`src/shared/clock_standby_defines.svh`:
```
// register map, field positions, reset values and timing for the clock unit
`ifndef CLOCK_STANDBY_DEFINES_SVH
`define CLOCK_STANDBY_DEFINES_SVH

`define CS_ADDR_W            12
`define CS_OFF_SYSTEM        12'h000
`define CS_OFF_OSC           12'h004
`define CS_OFF_STANDBY       12'h008
`define CS_OFF_PLL_USE        12'h00C

`define CS_SYS_KEEP_LSB      16
`define CS_SYS_PSRC_BIT      12
`define CS_SYS_PRE_LSB       8
`define CS_SYS_GEAR_LSB      0
`define CS_SYS_KEEP_RST      2'h1

`define CS_OSC_COUNT_LSB     20
`define CS_OSC_KEEP_LSB      16
`define CS_OSC_XEN_BIT       8
`define CS_OSC_SRCB_BIT      9
`define CS_OSC_SRCA_BIT      3
`define CS_OSC_RUN_BIT       2
`define CS_OSC_FLAG_BIT      1
`define CS_OSC_START_BIT     0
`define CS_OSC_COUNT_RST     12'h800
`define CS_OSC_KEEP_RST      4'h1

`define CS_STB_DRIVE_BIT     16
`define CS_STB_RSV17_BIT     17
`define CS_STB_RESTART_BIT   8
`define CS_STB_RSV9_BIT      9
`define CS_STB_MODE_LSB      0
`define CS_STB_MODE_RST      3'h3
`define CS_MODE_STOP         3'h1
`define CS_MODE_IDLE         3'h3

`define CS_PLL_KEEP_RST      15'h509F
`define CS_PLL_USE_BIT       0

`define CS_GEAR_DIV2         3'h4
`define CS_GEAR_DIV4         3'h5
`define CS_GEAR_DIV8         3'h6
`define CS_GEAR_DIV16        3'h7
`define CS_PRE_MAX           3'h5

`define CS_PLL_FACTOR        8
`define CS_WARMUP_SHIFT      4

`endif

```
`src/shared/clock_standby_pkg.sv`:
```
// types shared by the clock and standby control unit
`default_nettype none
package clock_standby_pkg;

    typedef enum logic [1:0] {
        MODE_RUN,
        MODE_IDLE,
        MODE_STOP,
        MODE_WARMUP
    } power_state_t;

endpackage

`default_nettype wire

```
`src/hdl/tick_divider.sv`:
```
// clock-enable divider by a power of two, switching only at a period boundary
`timescale 1ns/100ps
`default_nettype none

module tick_divider #(
    parameter int SHIFT_W = 3,
    parameter int CNT_W   = 5
)(
    // clock and reset
    input  wire logic               pclk,
    input  wire logic               presetn,
    // divider control
    input  wire logic [SHIFT_W-1:0] shift,
    input  wire logic               tick_in,
    output logic                    tick_out
);

    logic [CNT_W-1:0]   cnt_reg;
    logic [CNT_W-1:0]   cnt_next;
    logic [SHIFT_W-1:0] shift_reg;
    logic [SHIFT_W-1:0] shift_next;
    logic               out_reg;
    logic               out_next;
    logic [CNT_W-1:0]   mask;

    always_comb
    begin
        mask       = CNT_W'((1 << shift_reg) - 1);
        cnt_next   = cnt_reg;
        shift_next = shift_reg;
        out_next   = 1'b0;
        if (tick_in)
        begin
            out_next = ((cnt_reg & mask) == '0);
            // a new ratio is taken only on the last input tick of a period
            if ((cnt_reg & mask) == mask)
            begin
                cnt_next   = '0;
                shift_next = shift;
            end
            else
            begin
                cnt_next = CNT_W'(cnt_reg + 1'b1);
            end
        end
    end

    always_ff @(posedge pclk or negedge presetn)
    begin
        if (!presetn)
        begin
            cnt_reg   <= '0;
            shift_reg <= '0;
            out_reg   <= 1'b0;
        end
        else
        begin
            cnt_reg   <= cnt_next;
            shift_reg <= shift_next;
            out_reg   <= out_next;
        end
    end

    assign tick_out = out_reg;

endmodule

`default_nettype wire

```
`src/hdl/clock_standby_pll_warmup_ctrl.sv`:
```
// clock tree, standby mode, pll select and warm-up timer with apb registers
`timescale 1ns/100ps
`default_nettype none
`include "clock_standby_defines.svh"

module clock_standby_pll_warmup_ctrl
    import clock_standby_pkg::*;
#(
    parameter int OSC_DIV     = 16,
    parameter int INT_OSC_DIV = 20,
    parameter int WARMUP_W    = 16
)(
    // clock and reset
    input  wire logic                  pclk,
    input  wire logic                  presetn,
    // apb slave
    input  wire logic                  psel,
    input  wire logic                  penable,
    input  wire logic                  pwrite,
    input  wire logic [`CS_ADDR_W-1:0] paddr,
    input  wire logic [31:0]           pwdata,
    output logic [31:0]                prdata,
    output logic                       pready,
    output logic                       pslverr,
    // processor power handshake
    input  wire logic                  wfi_request,
    input  wire logic                  wake_interrupt,
    // clock enables
    output logic                       hs_clk_en,
    output logic                       sys_clk_en,
    output logic                       cpu_clk_en,
    output logic                       periph_clk_en,
    output logic                       prescaler_clk_en,
    // mode status
    output logic                       stop_active,
    output logic                       idle_active,
    output logic                       stop_pins_driven,
    output logic                       osc_restart_enable
);

    localparam int PLL_STEP = OSC_DIV / `CS_PLL_FACTOR;

    // register fields
    logic [1:0]  sys_keep_reg, sys_keep_next;
    logic        psrc_reg, psrc_next;
    logic [2:0]  pre_reg, pre_next;
    logic [2:0]  gear_reg, gear_next;
    logic [11:0] wcount_reg, wcount_next;
    logic [3:0]  osc_keep_reg, osc_keep_next;
    logic        xen_reg, xen_next;
    logic        srcb_reg, srcb_next;
    logic        srca_reg, srca_next;
    logic        pll_run_reg, pll_run_next;
    logic        drive_reg, drive_next;
    logic        rsv17_reg, rsv17_next;
    logic        restart_reg, restart_next;
    logic        rsv9_reg, rsv9_next;
    logic [2:0]  mode_sel_reg, mode_sel_next;
    logic [14:0] pll_keep_reg, pll_keep_next;
    logic        pll_use_reg, pll_use_next;
    logic [31:0] rdata_reg, rdata_next;
    // mode and warm-up
    power_state_t         state_reg, state_next;
    logic                 busy_reg, busy_next;
    logic [WARMUP_W-1:0]  wcnt_reg, wcnt_next;
    // tick sources
    logic [7:0]  osc_cnt_reg, osc_cnt_next;
    logic [7:0]  int_cnt_reg, int_cnt_next;

    logic        wr_en, setup, mapped, start_wr;
    logic        osc_tick, pll_tick, int_tick, hs_tick, src_tick;
    logic        gear_tick, periph_tick, pre_tick;
    logic [2:0]  gear_shift, pre_shift;
    logic [WARMUP_W-1:0] target;
    logic        done;

    assign setup  = psel && !penable;
    assign wr_en  = psel && penable && pwrite;
    assign mapped = (paddr == `CS_OFF_SYSTEM) || (paddr == `CS_OFF_OSC) ||
                    (paddr == `CS_OFF_STANDBY) || (paddr == `CS_OFF_PLL_USE);
    assign start_wr = wr_en && (paddr == `CS_OFF_OSC) &&
                      pwdata[`CS_OSC_START_BIT];

    // register writes
    always_comb
    begin
        sys_keep_next = sys_keep_reg;
        psrc_next     = psrc_reg;
        pre_next      = pre_reg;
        gear_next     = gear_reg;
        wcount_next   = wcount_reg;
        osc_keep_next = osc_keep_reg;
        xen_next      = xen_reg;
        srcb_next     = srcb_reg;
        srca_next     = srca_reg;
        pll_run_next  = pll_run_reg;
        drive_next    = drive_reg;
        rsv17_next    = rsv17_reg;
        restart_next  = restart_reg;
        rsv9_next     = rsv9_reg;
        mode_sel_next = mode_sel_reg;
        pll_keep_next = pll_keep_reg;
        pll_use_next  = pll_use_reg;
        if (wr_en)
        begin
            case (paddr)
                `CS_OFF_SYSTEM:
                begin
                    sys_keep_next = pwdata[`CS_SYS_KEEP_LSB +: 2];
                    psrc_next     = pwdata[`CS_SYS_PSRC_BIT];
                    pre_next      = pwdata[`CS_SYS_PRE_LSB +: 3];
                    gear_next     = pwdata[`CS_SYS_GEAR_LSB +: 3];
                end
                `CS_OFF_OSC:
                begin
                    wcount_next   = pwdata[`CS_OSC_COUNT_LSB +: 12];
                    osc_keep_next = pwdata[`CS_OSC_KEEP_LSB +: 4];
                    xen_next      = pwdata[`CS_OSC_XEN_BIT];
                    srcb_next     = pwdata[`CS_OSC_SRCB_BIT];
                    srca_next     = pwdata[`CS_OSC_SRCA_BIT];
                    pll_run_next  = pwdata[`CS_OSC_RUN_BIT];
                end
                `CS_OFF_STANDBY:
                begin
                    drive_next    = pwdata[`CS_STB_DRIVE_BIT];
                    rsv17_next    = pwdata[`CS_STB_RSV17_BIT];
                    restart_next  = pwdata[`CS_STB_RESTART_BIT];
                    rsv9_next     = pwdata[`CS_STB_RSV9_BIT];
                    mode_sel_next = pwdata[`CS_STB_MODE_LSB +: 3];
                end
                `CS_OFF_PLL_USE:
                begin
                    pll_keep_next = pwdata[15:1];
                    pll_use_next  = pwdata[`CS_PLL_USE_BIT];
                end
                default:
                begin
                    pll_use_next = pll_use_reg;
                end
            endcase
        end
    end

    // read data is captured in the setup cycle and shown in the access cycle
    always_comb
    begin
        rdata_next = rdata_reg;
        if (setup)
        begin
            case (paddr)
                `CS_OFF_SYSTEM:
                    rdata_next = {14'h0000, sys_keep_reg, 3'h0, psrc_reg,
                                  1'b0, pre_reg, 5'h00, gear_reg};
                `CS_OFF_OSC:
                    rdata_next = {wcount_reg, osc_keep_reg, 6'h00, srcb_reg,
                                  xen_reg, 4'h0, srca_reg, pll_run_reg,
                                  busy_reg, 1'b0};
                `CS_OFF_STANDBY:
                    rdata_next = {14'h0000, rsv17_reg, drive_reg, 6'h00,
                                  rsv9_reg, restart_reg, 5'h00, mode_sel_reg};
                `CS_OFF_PLL_USE:
                    rdata_next = {16'h0000, pll_keep_reg, pll_use_reg};
                default:
                    rdata_next = 32'h00000000;
            endcase
        end
    end

    // oscillator and internal oscillator enables; pll is oscillator times eight
    always_comb
    begin
        osc_cnt_next = osc_cnt_reg;
        int_cnt_next = (int_cnt_reg == 8'(INT_OSC_DIV - 1)) ? 8'h00
                       : 8'(int_cnt_reg + 1'b1);
        // oscillator halts in STOP and restarts on wake
        if (state_reg != MODE_STOP)
            osc_cnt_next = (osc_cnt_reg == 8'(OSC_DIV - 1)) ? 8'h00
                           : 8'(osc_cnt_reg + 1'b1);
    end

    assign osc_tick = (state_reg != MODE_STOP) && (osc_cnt_reg == 8'h00);
    assign int_tick = (int_cnt_reg == 8'h00);
    assign pll_tick = pll_run_reg && (state_reg != MODE_STOP) &&
                      ((osc_cnt_reg % 8'(PLL_STEP)) == 8'h00);
    assign hs_tick  = pll_use_reg ? pll_tick : osc_tick;

    // gear and prescale codes to power-of-two shifts; reserved codes undivided
    always_comb
    begin
        case (gear_reg)
            `CS_GEAR_DIV2:  gear_shift = 3'h1;
            `CS_GEAR_DIV4:  gear_shift = 3'h2;
            `CS_GEAR_DIV8:  gear_shift = 3'h3;
            `CS_GEAR_DIV16: gear_shift = 3'h4;
            default:        gear_shift = 3'h0;
        endcase
        pre_shift = (pre_reg <= `CS_PRE_MAX) ? pre_reg : 3'h0;
    end

    tick_divider #(.SHIFT_W(3), .CNT_W(5)) gear_div (
        .pclk     (pclk),
        .presetn  (presetn),
        .shift    (gear_shift),
        .tick_in  (hs_tick),
        .tick_out (gear_tick)
    );

    assign periph_tick = psrc_reg ? hs_tick : gear_tick;

    tick_divider #(.SHIFT_W(3), .CNT_W(5)) pre_div (
        .pclk     (pclk),
        .presetn  (presetn),
        .shift    (pre_shift),
        .tick_in  (periph_tick),
        .tick_out (pre_tick)
    );

    // power mode and warm-up timer
    assign src_tick = srcb_reg ? osc_tick : int_tick;
    assign target   = WARMUP_W'({wcount_reg, 4'h0});
    assign done     = busy_reg && src_tick &&
                      (WARMUP_W'(wcnt_reg + 1'b1) >= target);

    always_comb
    begin
        state_next = state_reg;
        busy_next  = busy_reg;
        wcnt_next  = wcnt_reg;
        if (busy_reg && src_tick)
            wcnt_next = WARMUP_W'(wcnt_reg + 1'b1);
        if (done)
            busy_next = 1'b0;
        case (state_reg)
            MODE_RUN:
            begin
                // reserved mode codes leave the core running
                if (wfi_request && mode_sel_reg == `CS_MODE_IDLE)
                    state_next = MODE_IDLE;
                else if (wfi_request && mode_sel_reg == `CS_MODE_STOP)
                    state_next = MODE_STOP;
            end
            MODE_IDLE:
            begin
                if (wake_interrupt)
                    state_next = MODE_RUN;
            end
            MODE_STOP:
            begin
                if (wake_interrupt)
                begin
                    state_next = MODE_WARMUP;
                    busy_next  = 1'b1;
                    wcnt_next  = '0;
                end
            end
            MODE_WARMUP:
            begin
                if (!busy_reg)
                    state_next = MODE_RUN;
            end
            default:
            begin
                state_next = MODE_RUN;
            end
        endcase
        // a start write beats a completion in the same cycle
        if (start_wr)
        begin
            busy_next = 1'b1;
            wcnt_next = '0;
        end
    end

    always_ff @(posedge pclk or negedge presetn)
    begin
        if (!presetn)
        begin
            sys_keep_reg <= `CS_SYS_KEEP_RST;
            psrc_reg     <= 1'b0;
            pre_reg      <= 3'h0;
            gear_reg     <= 3'h0;
            wcount_reg   <= `CS_OSC_COUNT_RST;
            osc_keep_reg <= `CS_OSC_KEEP_RST;
            xen_reg      <= 1'b0;
            srcb_reg     <= 1'b0;
            srca_reg     <= 1'b0;
            pll_run_reg  <= 1'b0;
            drive_reg    <= 1'b0;
            rsv17_reg    <= 1'b0;
            restart_reg  <= 1'b1;
            rsv9_reg     <= 1'b0;
            mode_sel_reg <= `CS_STB_MODE_RST;
            pll_keep_reg <= `CS_PLL_KEEP_RST;
            pll_use_reg  <= 1'b0;
            rdata_reg    <= 32'h00000000;
            state_reg    <= MODE_RUN;
            busy_reg     <= 1'b0;
            wcnt_reg     <= '0;
            osc_cnt_reg  <= 8'h00;
            int_cnt_reg  <= 8'h00;
        end
        else
        begin
            sys_keep_reg <= sys_keep_next;
            psrc_reg     <= psrc_next;
            pre_reg      <= pre_next;
            gear_reg     <= gear_next;
            wcount_reg   <= wcount_next;
            osc_keep_reg <= osc_keep_next;
            xen_reg      <= xen_next;
            srcb_reg     <= srcb_next;
            srca_reg     <= srca_next;
            pll_run_reg  <= pll_run_next;
            drive_reg    <= drive_next;
            rsv17_reg    <= rsv17_next;
            restart_reg  <= restart_next;
            rsv9_reg     <= rsv9_next;
            mode_sel_reg <= mode_sel_next;
            pll_keep_reg <= pll_keep_next;
            pll_use_reg  <= pll_use_next;
            rdata_reg    <= rdata_next;
            state_reg    <= state_next;
            busy_reg     <= busy_next;
            wcnt_reg     <= wcnt_next;
            osc_cnt_reg  <= osc_cnt_next;
            int_cnt_reg  <= int_cnt_next;
        end
    end

    assign prdata             = rdata_reg;
    assign pready             = 1'b1;
    assign pslverr            = psel && penable && !mapped;
    assign hs_clk_en          = hs_tick;
    assign sys_clk_en         = gear_tick &&
                                (state_reg != MODE_WARMUP);
    assign cpu_clk_en         = sys_clk_en && (state_reg == MODE_RUN);
    assign periph_clk_en      = periph_tick && (state_reg != MODE_WARMUP);
    assign prescaler_clk_en   = pre_tick && (state_reg != MODE_WARMUP);
    assign stop_active        = (state_reg == MODE_STOP);
    assign idle_active        = (state_reg == MODE_IDLE);
    assign stop_pins_driven   = drive_reg;
    assign osc_restart_enable = restart_reg;

    logic [3:0] pll_in_period;
    always_ff @(posedge pclk or negedge presetn)
    begin
        if (!presetn)
            pll_in_period <= 4'h0;
        else
            pll_in_period <= osc_tick ? 4'h1 : 4'(pll_in_period + pll_tick);
    end

    // high-speed ticks since the gear went undivided; the divider has
    // surely taken the new ratio after one full sixteen-tick period
    logic [4:0] gear_zero_ticks;
    always_ff @(posedge pclk or negedge presetn)
    begin
        if (!presetn)
            gear_zero_ticks <= 5'h00;
        else if (gear_shift != 3'h0)
            gear_zero_ticks <= 5'h00;
        else if (hs_tick && gear_zero_ticks != 5'h1F)
            gear_zero_ticks <= 5'(gear_zero_ticks + 1'b1);
    end
endmodule

`default_nettype wire

```
`config.mk`:
```
export PLATFORM = sky130hd
export DESIGN_NAME = clock_standby_pll_warmup_ctrl
export DESIGN_NICKNAME = d
export VERILOG_FILES = /design/src/shared/clock_standby_pkg.sv /design/src/hdl/tick_divider.sv /design/src/hdl/clock_standby_pll_warmup_ctrl.sv
export VERILOG_INCLUDE_DIRS = /design/src /design/src/shared
export SDC_FILE = /design/constraint.sdc
export NUM_CORES = 1
export LEC_CHECK = 0
export BUFFER_PORTS_ARGS = -buffer_cell sky130_fd_sc_hd__clkbuf_2
export CORE_ASPECT_RATIO = 2
export CORE_UTILIZATION = 54
export DETAILED_ROUTE_END_ITERATION = 7
export GPL_ROUTABILITY_DRIVEN = 0
export PLACE_DENSITY_LB_ADDON = 0.3
export SLEW_MARGIN = 30
export SYNTH_ARGS = -nofsm -noshare
export SYNTH_HDL_FRONTEND = slang
export SYNTH_SLANG_ARGS = --single-unit
```
`constraint.sdc`:
```
create_clock -name pclk -period 5.3 [get_ports pclk]
set_input_delay 0.265 -clock pclk [delete_from_list [all_inputs] [get_ports pclk]]
set_output_delay 0.265 -clock pclk [all_outputs]
set_load 0.01 [all_outputs]
```
# Yosys cells after proc, flatten, opt, wreduce, memory -nomap -nowiden
# Cells that the tools add are included.
dict set report totals {
  reg_bits 137
  mem_bits_rw 0
  out_inout_bits 43
  romBits 0
  input_bits 51
  memories 0
  word_cells 126
  latch_bits 0
}
dict set report classes {
  mux 26
  n_eq_ne 22
  n_lt_le_gt_ge 2
  n_addsub 7
  div 0
  shifts 2
  reduce_logical 36
  multipliers 0
  bitwise_logic 2
}
# op count
set ops {}
lappend ops {{32-bit case mux with 4 select lines} 1}
lappend ops {{16-bit 2-to-1 mux} 4}
lappend ops {{12-bit by 4-bit == test with 1-bit output, second input constant} 2}
lappend ops {{8-bit zero test} 3}
lappend ops {{1-bit logical AND} 17}
lappend ops {{16-bit by 1-bit adder with 16-bit output, second input constant} 1}
lappend ops {{8-bit by 1-bit adder with 8-bit output, second input constant} 2}
lappend ops {{16-bit greater-or-equal comparator} 1}
lappend ops {{8-bit 2-to-1 mux} 2}
lappend ops {{12-bit by 3-bit == test with 1-bit output, second input constant} 1}
lappend ops {{3-bit == test, second input constant} 4}
lappend ops {{12-bit zero test} 1}
lappend ops {{3-bit case mux with 4 select lines} 1}
lappend ops {{2-bit AND reduction} 6}
lappend ops {{5-bit by 1-bit adder with 5-bit output, second input constant} 2}
lappend ops {{5-bit bitwise AND} 2}
lappend ops {{5-bit == test} 2}
lappend ops {{5-bit zero test} 2}
lappend ops {{2-bit 2-to-1 mux} 5}
lappend ops {{5-bit 2-to-1 mux} 2}
lappend ops {{2-bit != test, second input constant} 5}
lappend ops {{1-bit by 3-bit left shift with 5-bit output, first input constant} 2}
lappend ops {{5-bit by 2-bit subtractor with 5-bit output, second input constant} 2}
lappend ops {{1-bit 2-to-1 mux} 9}
lappend ops {{14 further kinds} 18}

# Longest topological paths before layout
dict set report depth {
  word_depth 9
  depth_mapped 11
  mapped_depth_nobuf 11
}

# Hierarchy
# From an unflattened synthesis, not the netlist that was laid out.
dict set report hier_totals {
  cells_unflattened 612
  area_unflattened_um2 6896.6
}
# mod cells_per_inst area_each_um2 instances seq_area_each_um2
set by_module_without_submodules {}
lappend by_module_without_submodules {clock_standby_pll_warmup_ctrl 500 5813.1 1 2995.4}
lappend by_module_without_submodules {tick_divider 56 541.8 2 225.2}

# Least setup slack after synthesis
# OpenSTA, ideal clock, no wires.
dict set report synth_path {
  path_kind {flip-flop to flip-flop}
  from {register wcnt_reg[2]}
  to {register busy_reg}
  setup_time_ps 126
  n_path_buf 0
  path_slack_ps 2964
  arrival_ps 2210
  path_stages_with_launch 10
  path_cell_list {dfrtp_1 nand3_1 nor3_1 nand4_1 xnor2_1 ha_1 nand4_1 a21oi_1 a2111oi_0 a221o_1}
}
dict set report synth_between {
  elab_chain_cells 7
}
# item line
set synth_lines {}
lappend synth_lines {{start: declaration} clock_standby_pll_warmup_ctrl.sv:65} ;# logic [WARMUP_W-1:0] wcnt_reg, wcnt_next;
lappend synth_lines {{start signal: assignment} clock_standby_pll_warmup_ctrl.sv:324} ;# wcnt_reg <= wcnt_next;
lappend synth_lines {{16-bit by 1-bit adder with 16-bit output *} clock_standby_pll_warmup_ctrl.sv:222} ;# (WARMUP_W'(wcnt_reg + 1'b1) >= target);
lappend synth_lines {{16-bit greater-or-equal comparator *} clock_standby_pll_warmup_ctrl.sv:222}
lappend synth_lines {{1-bit logical AND *} clock_standby_pll_warmup_ctrl.sv:221} ;# assign done = busy_reg && src_tick &&
lappend synth_lines {{1-bit 2-to-1 mux *} clock_standby_pll_warmup_ctrl.sv:231} ;# if (done)
lappend synth_lines {{1-bit 2-to-1 mux} clock_standby_pll_warmup_ctrl.sv:249} ;# if (wake_interrupt)
lappend synth_lines {{1-bit 2-to-1 mux *} clock_standby_pll_warmup_ctrl.sv:233} ;# case (state_reg)
lappend synth_lines {{1-bit 2-to-1 mux *} clock_standby_pll_warmup_ctrl.sv:267} ;# if (start_wr)
lappend synth_lines {{named net busy_next} clock_standby_pll_warmup_ctrl.sv:64} ;# logic busy_reg, busy_next;
lappend synth_lines {{end signal: assignment} clock_standby_pll_warmup_ctrl.sv:323} ;# busy_reg <= busy_next;
lappend synth_lines {{end: declaration} clock_standby_pll_warmup_ctrl.sv:64}
# The timed path passes the listed nets; every way through them passes the cells marked *.
# A chain may end at the register's enable or synchronous reset.

# Worst setup path after layout
# Same ends and word-level chain as after synthesis.

==> results_dict.tcl <==
set metrics [dict create \
    fp.dieW_um 80.7 \
    synth_area_leader_cell "dfrtp_1" \
    setup.worst_path.start_class "flip-flop" \
    hold_path.class "input pin to flip-flop" \
    drt_pass1_iterations 5 \
    fin_area_um2 7930 \
    ys_seq_area_share_pct 51.5 \
    n_fill_cell 953 \
    grt_overflow 0 \
    insertion_delay_ns 0.41 \
    grt_usage_pct 26.8 \
    crit_arrival_ns 3.09 \
    yosys-top-cells-area "dfrtp_1 46%, mux2_2 7.2%, dfstp_2 5.5%" \
    fin_util_pct 65.4 \
    vias 5201 \
    fin_crit_ns 2.80 \
    use_met1_pct 28.3 \
    fin_tns_setup_ns 0 \
    syn_inst 614 \
    worstPathMaxFanout 6 \
    ir_worst_vdd_mv 0.241 \
    rsz0062_at_grt "no" \
    ys_warn_count 0 \
    cp_num_buf_inv 0 \
    antenna_found_initial 0 \
    cts_resized 0 \
    setup_viol 0 \
    yosysMostFrequentCell "dfrtp_1" \
    boundaryPins 94 \
    cp_slowest_cell "nor3_1" \
    end_kind "flip-flop" \
    cts_buffer_depth 2 \
    placed_area_um2 7270 \
    h-tree-depth 4 \
    synth_compound_area_share_pct 14.8 \
    drc 0 \
    wl_um 15900 \
    io_buffers 92 \
    hold_ws_ns 0.0522 \
    crit_top_cell "nand4_1" \
    ys_top_cells_by_count "123 x dfrtp_1, 58 x nand2_1, 43 x mux2_2" \
    dpl.hpwl_um 11200 \
    synth_top_family_by_area "compound AO/OA/AOI/OAI gates" \
    synth_edf_count 0 \
    cts_sinks 137 \
    ff2ff_path_depth 9 \
    drtAntennaViolNets 0 \
    grt_pass1_vias 5422 \
    syn-num-nets 684 \
    cts_tree "done" \
    p_leak_uw 0.00377 \
    outcome "finished, final reports clean" \
    yosys.area_share.xor_xnor_pct 3.93 \
    fp-row-count 57 \
    grt_max_degree 75 \
    post-synth-top-area-fraction_pct 46.0 \
    ys_seq_elements 137 \
    wire_per_inst_um 18.4 \
    path_clk_slew_ns 0.05 \
    dieArea_um2 12900 \
    period_share_pct 52.8 \
    cts-root-buf "clkbuf_16" \
    cts_buffers 17 \
    hold_viol 0 \
    grt_first_pass_wirelength_um 26100 \
    syn_to_final_growth_pct 18.6 \
    netlist_area_um2 6690 \
    synth_cell_types 67 \
    grt.busiest_layer "met2" \
    holdPathStages 3 \
    synthSimpleGateAreaFrac_pct 13.3 \
    first_iter_violations 226 \
    drive_gt1_share_pct 28.2 \
    chipHeight_um 159 \
    largest_reg_flops 32 \
    path_class "flip-flop to flip-flop" \
    path_delay_family "simple AND/OR/NAND/NOR gates" \
    cp.required_ns 5.59 \
    slew_violations 0 \
    max-slew-margin-rel_pct 41.6 \
    finClkSkew_ns 0.00522 \
    synthAdderAreaFrac_pct 3.56 \
    synthMuxAreaShare_pct 9.49 \
    n_antenna_cell 0 \
    fin_nets 773 \
    worst_slew_pin_slew_ns 0.874 \
    synth.avg_cell_area_um2 10.9 \
    path_depth 9 \
    critPathMaxStageDelay_ns 0.64 \
    viasPerCell 6.03 \
    met3_usage_pct 5.85 \
    drv_cap 0 \
    start_util_pct 55.1 \
    ys.flop_type "dfrtp_1" \
    use_met2_pct 48.5 \
    coreArea_um2 12100 \
    crit_chain "nand3_1 -> nor3_1 -> nand4_1 -> xnor2_1 -> ha_1 -> nand4_1 -> a21oi_1 -> a2111oi_0 -> a221o_1" \
    powerDensity_nw_per_um2 333 \
    async_flop_share_pct 100 \
    max_freq_ghz 0.357 \
]
[layout make-up]
cell class              count  area, um^2  area share (%)
flip-flops and latches    137        3450            43.4
multi-input cells         423        3060            38.6
repair buffers             96         499            6.29
clock buffers              21         470            5.93
well taps                 147         184            2.32
clock inverters            11         168            2.11
inverters                  28         105            1.33
[worst register-to-register path: stages, from the launching register on]
cell and delay (ns):
dfrtp_1 0.41, nand3_1 0.21, nor3_1 0.64, nand4_1 0.26, xnor2_1 0.19, ha_1 0.30, nand4_1 0.11, a21oi_1 0.16
a2111oi_0 0.08, a221o_1 0.32
[cell families (layout without fill, tap and decap cells)]
group                      after synthesis  after routing
adders and majority gates               19             19
DFF                                    137            137
AOI/OAI and AO/OA                      145            145
muxes                                   53             53
buffers and inverters                   54            156
other                                    1              1
and+or+nand+nor                        175            175
xor gates and xnor gates                30             30
[placed cells by master, fill, tap and decap left out, types with 4 or more instances in the layout]
cell / count
dfrtp_1: 123
nand2_1: 58
nand3_1: 18
nor2_1: 30
a22oi_1: 4
nand2b_1: 7
o2bb2ai_1: 4
nor4_1: 4
clkbuf_16: 17
bufinv_16: 4
xnor2_1: 17
xor2_1: 13
ha_1: 19
mux4_2: 4
mux2_2: 43
dfstp_2: 14
nand4_1: 10
a21oi_1: 27
a22o_1: 27
clkbuf_2: 91
and3_1: 6
nor3_1: 8
or3_1: 7
o211ai_1: 7
o31ai_1: 7
o21ai_0: 37
inv_1: 28
mux2i_1: 6
[routing by layer]
layer / wire length, um / vias to the layer above
li1: - / 2405
met1: 5780 / 2604
met2: 8970 / 150
met3: 605 / 42
met4: 510 / 0
met5: 0 / -
[power breakdown]
part | switching [uW] | leakage (uW) | internal [uW] | total, uW
sequential | 43.8 | 0.00175 | 1080 | 1130
combinational | 147 | 0.00171 | 98.1 | 245
clock | 442 | 0.000309 | 825 | 1270
total | 633 | 0.00377 | 2010 | 2640
[stage by stage]
step | instances | total power [uW] | setup slack [ns]
after global placement | 830 | 1370 | 2.65
final | 863 | 2640 | 2.50
after detailed placement | 830 | 1380 | 2.58
after floorplan | 614 | 1280 | 2.96
after global routing | 863 | 2740 | 2.31
after CTS | 862 | 2660 | 2.56
[worst paths after layout]
| path | start | endpoint | slack, ns |
|---|---|---|---|
| setup / recovery | wcnt_reg[2] | busy_reg | 2.50 |
| hold reg to reg | prdata[8] | prdata[8] | 0.48 |
| hold / removal | pwdata[31] | wcount_reg[11] | 0.05 |
| max in group asynchronous | presetn | osc_keep_reg[2] | 3.60 |
| min in group asynchronous | presetn | gear_div.cnt_reg[2] | 0.44 |
| setup reg to reg | wcnt_reg[2] | busy_reg | 2.50 |
[what timing repair did]
action / 4_1_cts / 5_1_grt
setup buffers: 0 / 0
endpoints found under the hold margin: 0 / 68
hold buffers: 0 / 1
No activity file was read; power rests on OpenSTA's default activity.
